### config.mk
export PLATFORM = sky130hd
export DESIGN_NAME = cdb_exec
export DESIGN_NICKNAME = d
export VERILOG_FILES = /design/src/rtl/cdb_pkg.sv /design/src/rtl/cdb_exec.sv
export VERILOG_INCLUDE_DIRS = /design/src /design/src/rtl
export SDC_FILE = /design/constraint.sdc
export NUM_CORES = 2
export LEC_CHECK = 0
export BUFFER_PORTS_ARGS = -buffer_cell sky130_fd_sc_hd__buf_4
export CAP_MARGIN = 15
export CORE_MARGIN = 10
export CORE_UTILIZATION = 40
export DETAILED_ROUTE_END_ITERATION = 12
export GPL_TIMING_DRIVEN = 0
export PLACE_DENSITY = 0.64
export SLEW_MARGIN = 15
export SYNTH_ARGS = -nofsm -noshare
export SYNTH_HDL_FRONTEND = slang
export SYNTH_SLANG_ARGS = --single-unit
### constraint.sdc
create_clock -name clock -period 22.2 [get_ports clock]
set_clock_uncertainty 0.1 [all_clocks]
set_input_delay 4.44 -clock clock [delete_from_list [all_inputs] [get_ports clock]]
set_output_delay 4.44 -clock clock [all_outputs]
set_load 0.05 [all_outputs]
### src/rtl/cdb_cfg.svh
// Offsets, field positions and constants of the decimal, bit and MAC unit.
// Overview of operation
// [RULE1] bcd_subtract: packed BCD dest minus src, carry ignored, byte or word.
// [RULE2] bcd_subtract_with_borrow: same, also subtracting the borrow held in carry.
// [RULE3] Both decimal subtracts update sign, zero and carry from the result.
// [RULE4] add_imm_branch_nonzero: dest plus immediate, stored; branch when nonzero.
// [RULE5] sub_imm_branch_nonzero: dest minus immediate, stored; branch when nonzero.
// [RULE6] Immediate is 4 bits: -8..+7 for add, -7..+8 for subtract.
// [RULE7] Branch target is PC relative, -126..+129 from instruction start.
// [RULE8] sum_of_products multiplies through both pointers, count sets iterations.
// [RULE9] Byte-size sum_of_products keeps its sum in low_accumulator.
// [RULE10] Accumulation overflow sets overflow flag, then ends the operation.
// [RULE11] That overflow also raises an overflow interrupt request.
// [RULE12] Interrupt mid-run: finish addition, decrement count, then accept it.
// [RULE13] Sign extension copies the sign bit into upper bits, byte or word.
// [RULE14] Word sign extension widens low_accumulator to 32 bits over the pair.
// [RULE15] Bit AND/OR, plain or inverted bit, with carry, result to carry.
// [RULE16] Bit XOR puts bit XOR carry into carry; inverted form uses complement.
// [RULE17] conditional_bit_transfer writes 1 when condition true, 0 when false.
// [RULE18] Unsigned conditions: C; C and not Z; not C; not C or Z.
// [RULE19] Signed conditions compare sign with overflow, with zero where needed.
// [RULE20] Single-flag conditions test zero, sign or overflow directly.
// [RULE21] Decimal subtract borrows digit to digit, corrects digits to 0..9.
`ifndef CDB_CFG_SVH
`define CDB_CFG_SVH
`define CDB_OFS_CTRL  8'h00
`define CDB_OFS_OPA   8'h04
`define CDB_OFS_OPB   8'h08
`define CDB_OFS_FLAGS 8'h0c
`define CDB_OFS_HIGH  8'h10
`define CDB_OFS_PC    8'h14
`define CDB_OFS_DISP  8'h18
`define CDB_OFS_MCAND 8'h1c
`define CDB_OFS_MPLR  8'h20
`define CDB_OFS_COUNT 8'h24
`define CDB_OFS_STAT  8'h28
`define CDB_MEM_SEL   2'h1
`define CDB_OP_LO     0
`define CDB_WORD_BIT  4
`define CDB_TOC_BIT   5
`define CDB_IMM_LO    8
`define CDB_COND_LO   12
`define CDB_BIT_LO    16
`define CDB_GO_BIT    31
`define CDB_FL_C      0
`define CDB_FL_Z      1
`define CDB_FL_S      2
`define CDB_FL_O      3
`define CDB_BR_BIAS   16'h0002
`define CDB_SUB_EIGHT 4'h8
`endif

### src/rtl/cdb_pkg.sv
// Types shared by the decimal, bit and MAC unit.
package cdb_pkg;
  typedef enum logic [3:0] {
    OP_BCD_SUBTRACT    = 4'h0, OP_BCD_SUBTRACT_WITH_BORROW = 4'h1,
    OP_ADD_IMM_BRANCH  = 4'h2, OP_SUB_IMM_BRANCH = 4'h3,
    OP_SUM_OF_PRODUCTS = 4'h4, OP_SIGN_EXTEND    = 4'h5,
    OP_BIT_AND_CARRY   = 4'h6, OP_BIT_INV_AND_CARRY = 4'h7,
    OP_BIT_OR_CARRY    = 4'h8, OP_BIT_INV_OR_CARRY  = 4'h9,
    OP_BIT_XOR_CARRY   = 4'ha, OP_BIT_INV_XOR_CARRY = 4'hb,
    OP_CONDITIONAL_BIT_TRANSFER = 4'hc
  } cdb_op_e;
  typedef enum logic [3:0] {
    UNSIGNED_AT_LEAST = 4'h0, UNSIGNED_ABOVE   = 4'h1,
    EQUAL_COND        = 4'h2, NEGATIVE_COND    = 4'h3,
    SIGNED_AT_MOST    = 4'h4, OVERFLOW_COND    = 4'h5,
    SIGNED_AT_LEAST   = 4'h6, UNSIGNED_UNDER   = 4'h7,
    UNSIGNED_AT_MOST  = 4'h8, UNEQUAL_COND     = 4'h9,
    NONNEGATIVE_COND  = 4'ha, SIGNED_ABOVE     = 4'hb,
    NO_OVERFLOW_COND  = 4'hc, SIGNED_UNDER     = 4'hd
  } cdb_cond_e;
  typedef enum logic [1:0] {
    ST_IDLE = 2'b00, ST_RUN = 2'b01, ST_END = 2'b11
  } cdb_state_e;
endpackage

### src/rtl/cdb_exec.sv
// Decimal subtract, branch-count, sum-of-products and bit unit, APB slave.
//
// Design decisions made here: the address map and the APB interface to the registers.
`timescale 1ns/10ps
`include "cdb_cfg.svh"
module cdb_exec
  import cdb_pkg::*;
#(
  parameter int MAW = 4 // Operand memory address width.
) (
  input  wire logic        clock,     // 10 MHz core clock.
  input  wire logic        rst_n,     // Synchronous reset.
  input  wire logic        psel,      // APB select.
  input  wire logic        penable,   // APB enable.
  input  wire logic        pwrite,    // APB write.
  input  wire logic [7:0]  paddr,     // APB byte address.
  input  wire logic [31:0] pwdata,    // APB write data.
  input  wire logic        irqReq,    // Interrupt pending in core.
  output logic      [31:0] prdata,    // APB read data.
  output logic             pready,    // APB ready.
  output logic             pslverr,   // APB error.
  output logic             busy,      // Operation in progress.
  output logic             ovfIrq,    // Overflow interrupt pulse.
  output logic             irqAccept  // Run paused for interrupt.
);

  // ----------------------------------------------------------------
  // Register state
  // ----------------------------------------------------------------
  logic [21:0]  ctrl_r;
  logic [15:0]  opA_r, opA_nxt;
  logic [15:0]  high_r, high_nxt;
  logic [15:0]  opB_r;
  logic [3:0]   flags_r, flags_nxt;
  logic [15:0]  pc_r, pc_nxt;
  logic [7:0]   disp_r;
  logic [15:0]  mcand_r, mplr_r, count_r;
  logic         exec_r, taken_r, paused_r;
  logic         stepOvf, stepLast;
  logic [15:0]  mem [2**MAW];
  cdb_state_e   state_r;

  cdb_op_e      op;
  cdb_cond_e    cond;
  logic         wsz, toC, curBit, condT, stepping;
  logic [3:0]   imm;
  logic [3:0]   bitSel;
  logic         apbWr, apbSetup;

  assign op     = cdb_op_e'(ctrl_r[`CDB_OP_LO +: 4]);
  assign wsz    = ctrl_r[`CDB_WORD_BIT];
  assign toC    = ctrl_r[`CDB_TOC_BIT];
  assign imm    = ctrl_r[`CDB_IMM_LO +: 4];
  assign cond   = cdb_cond_e'(ctrl_r[`CDB_COND_LO +: 4]);
  assign bitSel = ctrl_r[`CDB_BIT_LO +: 4];
  assign curBit = opB_r[bitSel];
  assign apbWr  = psel & penable & pready & pwrite;
  assign apbSetup = psel & ~penable;
  assign stepping = (state_r == ST_RUN);

  // ----------------------------------------------------------------
  // Helper functions
  // ----------------------------------------------------------------
  // Returns {borrow out, digits}; a byte takes its borrow out after two digits.
  function automatic logic [16:0] bcdSub(
    input logic [15:0] a,
    input logic [15:0] b,
    input logic        bin,
    input logic        w
  );
    logic [4:0]  d;
    logic [15:0] r;
    logic        br;
    logic        bo;
    br = bin;
    bo = 1'b0;
    r  = 16'h0000;
    for (int i = 0; i < 4; i++) begin
      d  = {1'b0, a[4*i +: 4]} - {1'b0, b[4*i +: 4]} - {4'h0, br}; // RULE21
      br = d[4];
      r[4*i +: 4] = br ? d[3:0] + 4'ha : d[3:0]; // RULE21
      if (i == 1 && !w) begin
        bo = br;
      end
    end
    if (w) begin
      bo = br;
    end
    return {bo, r};
  endfunction

  function automatic logic condEval(input cdb_cond_e c,
                                    input logic [3:0] f);
    logic cf, zf, sf, of;
    cf = f[`CDB_FL_C];
    zf = f[`CDB_FL_Z];
    sf = f[`CDB_FL_S];
    of = f[`CDB_FL_O];
    case (c)
      UNSIGNED_AT_LEAST: return cf;                  // RULE18
      UNSIGNED_ABOVE:    return cf & ~zf;            // RULE18
      UNSIGNED_UNDER:    return ~cf;                 // RULE18
      UNSIGNED_AT_MOST:  return ~cf | zf;            // RULE18
      SIGNED_AT_LEAST:   return sf == of;            // RULE19
      SIGNED_UNDER:      return sf != of;            // RULE19
      SIGNED_ABOVE:      return (sf == of) & ~zf;    // RULE19
      SIGNED_AT_MOST:    return zf | (sf != of);     // RULE19
      EQUAL_COND:        return zf;                  // RULE20
      UNEQUAL_COND:      return ~zf;                 // RULE20
      NEGATIVE_COND:     return sf;                  // RULE20
      NONNEGATIVE_COND:  return ~sf;                 // RULE20
      OVERFLOW_COND:     return of;                  // RULE20
      NO_OVERFLOW_COND:  return ~of;                 // RULE20
      default:           return 1'b0;
    endcase
  endfunction

  assign condT = condEval(cond, flags_r);

  // ----------------------------------------------------------------
  // Sum-of-products step
  // ----------------------------------------------------------------
  logic [15:0] mA, mB;
  logic [31:0] prod, accOld, accNew;
  logic [32:0] accSum;
  logic [15:0] prodB;

  // The byte product is sign-extended from its own top bit so that a zero
  // product never picks up a stray upper half.
  assign prodB = 16'($signed(mA[7:0]) * $signed(mB[7:0]));

  assign mA = mem[mcand_r[MAW-1:0]];
  assign mB = mem[mplr_r[MAW-1:0]];

  always_comb begin
    if (wsz) begin
      prod   = 32'($signed(mA) * $signed(mB));
      accOld = {high_r, opA_r};
    end else begin
      prod   = {{16{prodB[15]}}, prodB};
      accOld = {{16{opA_r[15]}}, opA_r}; // RULE9
    end
    accSum = {accOld[31], accOld} + {prod[31], prod}; // RULE8
    accNew = accSum[31:0];
    if (wsz) begin
      stepOvf = accSum[32] != accSum[31]; // RULE10
    end else begin
      stepOvf = accSum[16] != accSum[15]; // RULE10
    end
    stepLast = (count_r == 16'h0001);
  end

  // ----------------------------------------------------------------
  // Single-cycle results
  // ----------------------------------------------------------------
  logic [16:0] bcdRes;
  logic [15:0] immS, brRes, resVal;
  logic        resZero, bitOut;

  assign immS = {{12{imm[3]}}, imm}; // RULE6

  always_comb begin
    bcdRes = bcdSub(opA_r, opB_r,
                    (op == OP_BCD_SUBTRACT_WITH_BORROW) &
                    ~flags_r[`CDB_FL_C], wsz); // RULE1 RULE2
    if (op == OP_SUB_IMM_BRANCH) begin
      // The subtract form reads field 8 as +8 instead of -8.
      brRes = opA_r - ((imm == `CDB_SUB_EIGHT) ?
                       16'h0008 : immS); // RULE5 RULE6
    end else begin
      brRes = opA_r + immS; // RULE4
    end
    if (op == OP_ADD_IMM_BRANCH || op == OP_SUB_IMM_BRANCH) begin
      resVal = brRes;
    end else begin
      resVal = bcdRes[15:0];
    end
    resZero = wsz ? (resVal == 16'h0000) : (resVal[7:0] == 8'h00);
    case (op)
      OP_BIT_AND_CARRY:     bitOut = curBit & flags_r[`CDB_FL_C];
      OP_BIT_INV_AND_CARRY: bitOut = ~curBit & flags_r[`CDB_FL_C];
      OP_BIT_OR_CARRY:      bitOut = curBit | flags_r[`CDB_FL_C];
      OP_BIT_INV_OR_CARRY:  bitOut = ~curBit | flags_r[`CDB_FL_C];
      OP_BIT_XOR_CARRY:     bitOut = curBit ^ flags_r[`CDB_FL_C];
      OP_BIT_INV_XOR_CARRY: bitOut = ~curBit ^ flags_r[`CDB_FL_C];
      default:              bitOut = condT;
    endcase
  end

  // ----------------------------------------------------------------
  // Next values of the architectural registers
  // ----------------------------------------------------------------
  always_comb begin
    opA_nxt   = opA_r;
    high_nxt  = high_r;
    flags_nxt = flags_r;
    pc_nxt    = pc_r;
    if (exec_r) begin
      case (op)
        OP_BCD_SUBTRACT, OP_BCD_SUBTRACT_WITH_BORROW: begin
          opA_nxt = wsz ? resVal : {opA_r[15:8], resVal[7:0]}; // RULE1
          flags_nxt[`CDB_FL_C] = ~bcdRes[16]; // RULE3
          flags_nxt[`CDB_FL_Z] = resZero; // RULE3
          flags_nxt[`CDB_FL_S] = wsz ? resVal[15] : resVal[7]; // RULE3
        end
        OP_ADD_IMM_BRANCH, OP_SUB_IMM_BRANCH: begin
          opA_nxt = wsz ? resVal : {opA_r[15:8], resVal[7:0]};
          if (!resZero) begin
            pc_nxt = pc_r + {{8{disp_r[7]}}, disp_r}
                     + `CDB_BR_BIAS; // RULE4 RULE5 RULE7
          end
        end
        OP_SUM_OF_PRODUCTS: begin
          flags_nxt[`CDB_FL_O] = 1'b0;
        end
        OP_SIGN_EXTEND: begin
          if (wsz) begin
            high_nxt = {16{opA_r[15]}}; // RULE13 RULE14
          end else begin
            opA_nxt = {{8{opA_r[7]}}, opA_r[7:0]}; // RULE13
          end
        end
        OP_CONDITIONAL_BIT_TRANSFER: begin
          if (toC) begin
            flags_nxt[`CDB_FL_C] = condT; // RULE17
          end else begin
            opA_nxt[bitSel] = condT; // RULE17
          end
        end
        OP_BIT_AND_CARRY, OP_BIT_INV_AND_CARRY,
        OP_BIT_OR_CARRY, OP_BIT_INV_OR_CARRY: begin
          flags_nxt[`CDB_FL_C] = bitOut; // RULE15
        end
        OP_BIT_XOR_CARRY, OP_BIT_INV_XOR_CARRY: begin
          flags_nxt[`CDB_FL_C] = bitOut; // RULE16
        end
        default: begin
          flags_nxt = flags_r;
        end
      endcase
    end else if (stepping) begin
      opA_nxt = accNew[15:0]; // RULE8 RULE9
      if (wsz) begin
        high_nxt = accNew[31:16];
      end
      if (stepOvf) begin
        flags_nxt[`CDB_FL_O] = 1'b1; // RULE10
      end
    end
  end

  // ----------------------------------------------------------------
  // APB slave
  // ----------------------------------------------------------------
  logic        hit;
  logic [31:0] rdMux;

  always_comb begin
    hit   = 1'b1;
    rdMux = 32'h0000_0000;
    if (paddr[7:6] == `CDB_MEM_SEL) begin
      rdMux = {16'h0000, mem[paddr[2 +: MAW]]};
    end else begin
      case (paddr)
        `CDB_OFS_CTRL:  rdMux = {10'h000, ctrl_r};
        `CDB_OFS_OPA:   rdMux = {16'h0000, opA_r};
        `CDB_OFS_OPB:   rdMux = {16'h0000, opB_r};
        `CDB_OFS_FLAGS: rdMux = {28'h0000000, flags_r};
        `CDB_OFS_HIGH:  rdMux = {16'h0000, high_r};
        `CDB_OFS_PC:    rdMux = {16'h0000, pc_r};
        `CDB_OFS_DISP:  rdMux = {24'h000000, disp_r};
        `CDB_OFS_MCAND: rdMux = {16'h0000, mcand_r};
        `CDB_OFS_MPLR:  rdMux = {16'h0000, mplr_r};
        `CDB_OFS_COUNT: rdMux = {16'h0000, count_r};
        `CDB_OFS_STAT:  rdMux = {28'h0000000, paused_r, taken_r,
                                 state_r != ST_IDLE, exec_r};
        default:        hit = 1'b0;
      endcase
    end
  end

  always_ff @(posedge clock) begin
    if (!rst_n) begin
      pready  <= 1'b0;
      pslverr <= 1'b0;
      prdata  <= 32'h0000_0000;
    end else begin
      pready  <= apbSetup;
      pslverr <= apbSetup & ~hit;
      if (apbSetup && !pwrite) begin
        prdata <= rdMux;
      end
    end
  end

  function automatic logic wrAt(input logic [7:0] ofs);
    return apbWr && paddr == ofs;
  endfunction

  // ----------------------------------------------------------------
  // Register storage
  // ----------------------------------------------------------------
  always_ff @(posedge clock) begin
    if (apbWr && paddr[7:6] == `CDB_MEM_SEL) begin
      mem[paddr[2 +: MAW]] <= pwdata[15:0];
    end
  end

  always_ff @(posedge clock) begin
    if (!rst_n) begin
      ctrl_r <= 22'h000000;
      exec_r <= 1'b0;
    end else begin
      exec_r <= 1'b0;
      if (wrAt(`CDB_OFS_CTRL) && state_r == ST_IDLE && !exec_r) begin
        ctrl_r <= pwdata[21:0];
        exec_r <= pwdata[`CDB_GO_BIT];
      end
    end
  end

  always_ff @(posedge clock) begin
    if (!rst_n) begin
      opA_r   <= 16'h0000;
      high_r  <= 16'h0000;
      opB_r   <= 16'h0000;
      flags_r <= 4'h0;
      pc_r    <= 16'h0000;
      disp_r  <= 8'h00;
    end else begin
      opA_r   <= wrAt(`CDB_OFS_OPA)   ? pwdata[15:0] : opA_nxt;
      high_r  <= wrAt(`CDB_OFS_HIGH)  ? pwdata[15:0] : high_nxt;
      pc_r    <= wrAt(`CDB_OFS_PC)    ? pwdata[15:0] : pc_nxt;
      flags_r <= wrAt(`CDB_OFS_FLAGS) ? pwdata[3:0]  : flags_nxt;
      if (wrAt(`CDB_OFS_OPB)) begin
        opB_r <= pwdata[15:0];
      end
      if (wrAt(`CDB_OFS_DISP)) begin
        disp_r <= pwdata[7:0];
      end
    end
  end

  // ----------------------------------------------------------------
  // Sum-of-products sequencer
  // ----------------------------------------------------------------
  always_ff @(posedge clock) begin
    if (!rst_n) begin
      state_r <= ST_IDLE;
      mcand_r <= 16'h0000;
      mplr_r  <= 16'h0000;
      count_r <= 16'h0000;
    end else begin
      if (wrAt(`CDB_OFS_MCAND)) begin
        mcand_r <= pwdata[15:0];
      end
      if (wrAt(`CDB_OFS_MPLR)) begin
        mplr_r <= pwdata[15:0];
      end
      if (wrAt(`CDB_OFS_COUNT)) begin
        count_r <= pwdata[15:0];
      end
      case (state_r)
        ST_IDLE: begin
          if (exec_r && op == OP_SUM_OF_PRODUCTS && count_r != 0) begin
            state_r <= ST_RUN; // RULE8
          end
        end
        ST_RUN: begin
          // Addition and decrement always complete before a stop.
          count_r <= count_r - 16'h0001; // RULE8 RULE12
          mcand_r <= mcand_r + 16'h0001;
          mplr_r  <= mplr_r + 16'h0001;
          if (stepOvf || stepLast || irqReq) begin
            state_r <= ST_END; // RULE10 RULE12
          end
        end
        ST_END: begin
          state_r <= ST_IDLE;
        end
        default: begin
          state_r <= ST_IDLE;
        end
      endcase
    end
  end

  always_ff @(posedge clock) begin
    if (!rst_n) begin
      busy      <= 1'b0;
      ovfIrq    <= 1'b0;
      irqAccept <= 1'b0;
      taken_r   <= 1'b0;
      paused_r  <= 1'b0;
    end else begin
      busy      <= exec_r | (state_r != ST_IDLE);
      ovfIrq    <= stepping & stepOvf; // RULE11
      irqAccept <= stepping & irqReq & ~stepOvf & ~stepLast; // RULE12
      if (exec_r) begin
        taken_r  <= (op == OP_ADD_IMM_BRANCH ||
                     op == OP_SUB_IMM_BRANCH) && !resZero;
        paused_r <= 1'b0;
      end else if (stepping) begin
        paused_r <= irqReq & ~stepOvf & ~stepLast;
      end
    end
  end
endmodule

; ---- After elaboration in Yosys (flattened, before gate mapping)
; Memories as Yosys holds them, arrays and structs flattened. A register that Yosys moved wholly into a read port is not among the register bits.
; Index checks and enable logic that the tools add are counted.
[totals]
ff_bits = 188
mem_bits_rw = 256
in_bits = 46
out_inout_bits = 37
elab_cells = 262
memories = 1
[classes]
n_addsub = 20
n_mul = 2
n_lt_le_gt_ge = 2
eq_ne = 55
n_mux = 65
bitwise_logic = 34
reduce_logical = 60
[mem_list]
columns = memory, words, width, read_ports, rd_clocked_by_memory_dff, wr, line_no
row1 = mem, 16, 16, 3, 2, 1, cdb_exec.sv:40  ; logic [15:0] mem [2**MAW];
[ops]
columns = cell, n
row1 = $mux W16, 25
row2 = $pmux W22 S11, 1
row3 = $mux W32, 2
row4 = $eq A4 B4 Y1 const B, 12
row5 = $pmux W16 S3, 1
row6 = $mux W4, 9
row7 = $add A32 B32 Y33, 1
row8 = $add A16 B1 Y16 const B, 2
row9 = $add A16 B16 Y16, 2
row10 = $eq A4 B3 Y1 const B, 8
row11 = $eq A8 B5 Y1 const B, 4
row12 = $mul A16 B16 Y32, 1
row13 = $eq A8 B6 Y1 const B, 3
row14 = $mux W22, 1
row15 = $sub A4 B4 Y5, 4
row16 = $sub A5 B1 Y5, 4
row17 = $logic_and A1 B1 Y1, 18
row18 = $reduce_bool A2 Y1, 9
row19 = $add A16 B2 Y16 const B, 1
row20 = $add A4 B4 Y4 const B, 4
row21 = $and A1 B1 Y1, 16
row22 = $bwmux W16, 1
row23 = $eq A16 B1 Y1 const B, 1
row24 = $eq A4 B2 Y1 const B, 4
row25 = other kinds (47), 104

; ---- Logic depth before layout (Yosys ltp)
[logic_depth]
ltp_word = 15
mapped_depth = 43

; ---- Worst setup path before layout
; No wires, ideal clock.
[synth_timing]
path_type = reg2reg
start = register with a tool-made name
end = register state_r[1]
arrival_ns = 9.825
t_required_ns = 21.984
path_slack_ns = 12.158
stages_incl_launch_ff = 40
n_path_buf = 3
synth_period_minus_slack_ns = 10.042
path_cell_list = dfxtp_1 -> buf_2 -> buf_1 -> mux4_2 -> mux2_2 -> o21ai_1 -> clkbuf_1 -> nor2_1 -> fa_1 -> inv_1 -> fa_1 -> fa_1 -> fa_1 -> inv_1 -> fa_1 -> inv_1 -> fa_1 -> inv_1 -> (+4 left out) -> a21oi_1 -> o41a_1 -> a31oi_1 -> nand2b_1 -> a21oi_1 -> xnor2_1 -> a21o_1 -> ha_1 -> a21o_1 -> a21o_1 -> a21o_1 -> a21oi_1 -> o21ai_0 -> a31oi_1 -> xor2_1 -> mux2i_1 -> nand2b_1 -> o211a_1
[synth_lines]
columns = item, line_no
row1 = to (signal assigned), cdb_exec.sv:349  ; state_r <= ST_IDLE;
row2 = to (signal assigned), cdb_exec.sv:366  ; state_r <= ST_RUN;
row3 = to (signal assigned), cdb_exec.sv:375  ; state_r <= ST_END;
row4 = to (decl), cdb_exec.sv:41  ; cdb_state_e state_r;

==> impl_metrics.ini <==
[sta]
worst_slew_pin_slew_ps = 1360
slew_headroom_pct = 8.42
setup_viol = 0
hold_viol_final = 0
fin_ws_ps = 9380
finalCritPeriodShare_pct = 57.8
rsz0062_at_grt = false
drv_slew = 0
tns_ps = 0
fmax_mhz = 78.0
min_period_ps = 12820

[clock_tree]
ctsHoldBuffers = 0
cts_made_buffers = 41
clkTransAtPathRegs_ps = 70
clk_path_buf_depth = 3
cts_resized = 0
clk_latency_ps = 580
htreeDepth = 2
clkSinkCount = 442
cts_tree = done
root_buffer = clkbuf_16
cts_setup_buffers = 0

[pwr]
ir_drop_mv = 0.0671
total_power_mw = 1.72
power_density_nw_per_um2 = 38.9
p_leak_nw = 17.3

[logic_synthesis]
syn_avg_cell_area_um2 = 10.2
ys_seq_area_share_pct = 28.2
synth_edf_count = 256
synth-async-reset-ratio_pct = 0
ys_types = 96
yosys-top-cells-area = edfxtp_1 19%, fa_1 16%, mux4_2 12%
synth_largest_area_cell = edfxtp_1
synth_top_area_share_pct = 19.0
syn_area_um2 = 40500
ys_seq_elements = 442
yosys_warnings = 0
syn_inst = 3960
synth_ff_type = edfxtp_1

[setup_path]
crit_buf_inv = 7
worst_path_max_delay_cell = o21ai_1
cp.required_ps = 22500
cp_slowest_stage_delay_ps = 890
arrival_ps = 13120
cp_common_cell = fa_1
end_kind = flip-flop
critPathLaunchType = flip-flop
crit_path_max_fanout = 10
crit_type = flip-flop to flip-flop
cp_top_family = adder cells

[drt]
via_count = 33288
ant_nets = 0
via_per_inst = 6.08
drt-initial-drc-count = 3817
drc = 0
wl_mm = 143
wl_per_cell_um = 26.1
first_pass_iters = 6

[cells_and_area]
post-route-util_pct = 44.1
design_area_um2 = 44200
areaGrowthSynthToFinish_pct = 9.31
final_common_cell = inv_1
nNetsFinal = 4676
final_cell_mix = 471 x inv_1, 404 x nand2_1, 328 x fa_1, 257 x nor2_1, 256 x edfxtp_1
drive_gt1_share_pct = 12.2

[place]
placed_cell_area_um2 = 42900
place_hpwl_mm = 108
portBuffers = 60
place.gp.congestion = 1.00
dp_slack_ps = 9740

[global_route]
antenna_found_initial = 4
grt_max_degree = 25
grt-ovfl-total = 0
grt_pass1_wl_mm = 213
grt_pass1_vias = 33217
grt_util_all_layers_pct = 24.3

[flow_run]
maxCapViolCount = 0

[floorplanning]
die_y_um = 338
start_util_pct = 40.4
io_pins = 83
fp.dieW_um = 338
dieArea_um2 = 114000
core_region_area_um2 = 100000
rows = 116

[worst_hold_path]
min_path_type = flip-flop to flip-flop

[outcome]
status = complete, no violations
[routing by layer]
layer	part of all wire (%)	track usage, %	vias to the layer above
li1	-	-	14351
met4	5.8	12.4	6
met1	38	31.3	16568
met5	0.025	0	-
met2	45	38.6	1945
met3	10	4.80	418
[cell usage after synthesis, types with 33 or more instances]
| master | number |
|---|---|
| a211oi_1 | 33 |
| a21o_1 | 45 |
| a21oi_1 | 244 |
| a221oi_1 | 33 |
| clkbuf_1 | 170 |
| dfxtp_1 | 186 |
| edfxtp_1 | 256 |
| fa_1 | 328 |
| ha_1 | 218 |
| inv_1 | 471 |
| mux2i_1 | 56 |
| mux4_2 | 224 |
| nand2_1 | 404 |
| nand2b_1 | 41 |
| nand3_1 | 61 |
| nor2_1 | 266 |
| nor2b_1 | 48 |
| nor3_1 | 51 |
| o21ai_0 | 150 |
| xnor2_1 | 83 |
[power breakdown]
group          switching (mW)  total, mW  leakage (nW)  internal [mW]
Sequential            0.00255      0.869          3.80          0.866
Combinational          0.0802      0.116          12.9         0.0362
Clock                   0.336      0.734         0.663          0.398
Total                   0.419       1.72          17.3           1.30
[worst reg2reg max path, delay by kind of cell, from the launching register on]
kind,cells,cell delay (ps)
buffers and inverters,7,2140
XOR/XNOR,1,200
AND/OR/NAND/NOR,6,1660
flip-flops,1,310
adder cells (fa/ha/maj),8,3630
multiplexers,3,1040
AO/OA/AOI/OAI,13,3560
[cell families (layout without fill, tap and decap cells)]
group                    Yosys count  in the layout  share of synthesized area (%)
AND/OR/NAND/NOR                 1036           1036                           11.9
AO/OA/AOI/OAI                    816            816                           13.2
buffers and inverters            701            846                           6.76
adder cells (fa/ha/maj)          546            546                           23.0
flip-flops                       442            442                           28.2
multiplexers                     304            304                           14.5
XOR/XNOR                         114            114                           2.50
other                              1             11                        0.00926
[sequential cells by signal (all words and copies together), names as in the netlist, 2 cells and up, named ones only]
name	flops
count_r	16
high_r	16
ctrl_r	22
opB_r	16
flags_r	4
mplr_r	16
opA_r	16
pc_r	16
mem	256
mcand_r	16
state_r	2
prdata	22
disp_r	8
[final cells by class]
class / instances / area (µm²)
diodes: 1 / 2.50
multi-input cells: 2826 / 26500
clock inverters: 29 / 275
plain buffers: 229 / 975
repair buffers: 72 / 557
inverters: 472 / 1770
clock buffers: 44 / 1070
flip-flops and latches: 442 / 11400
well taps: 1357 / 1700
fillers: 9474 / 56000
[worst paths after layout]
path	from	slack [ps]	endpoint	cells after the start
max	flip-flop	9380	irqAccept	38
max reg2reg	flip-flop	9380	irqAccept	38
min reg2reg	prdata[17]	350	prdata[17]	2
min	prdata[17]	350	prdata[17]	2
[stage by stage]
stage | cells | hold WS, ps
finish | 5472 | 354
global route | 5472 | 366
CTS | 5469 | 356
detailed placement | 5396 | 346
global placement | 5386 | 345
floorplan | 3969 | 336
Power figures use the tool's default switching activity.
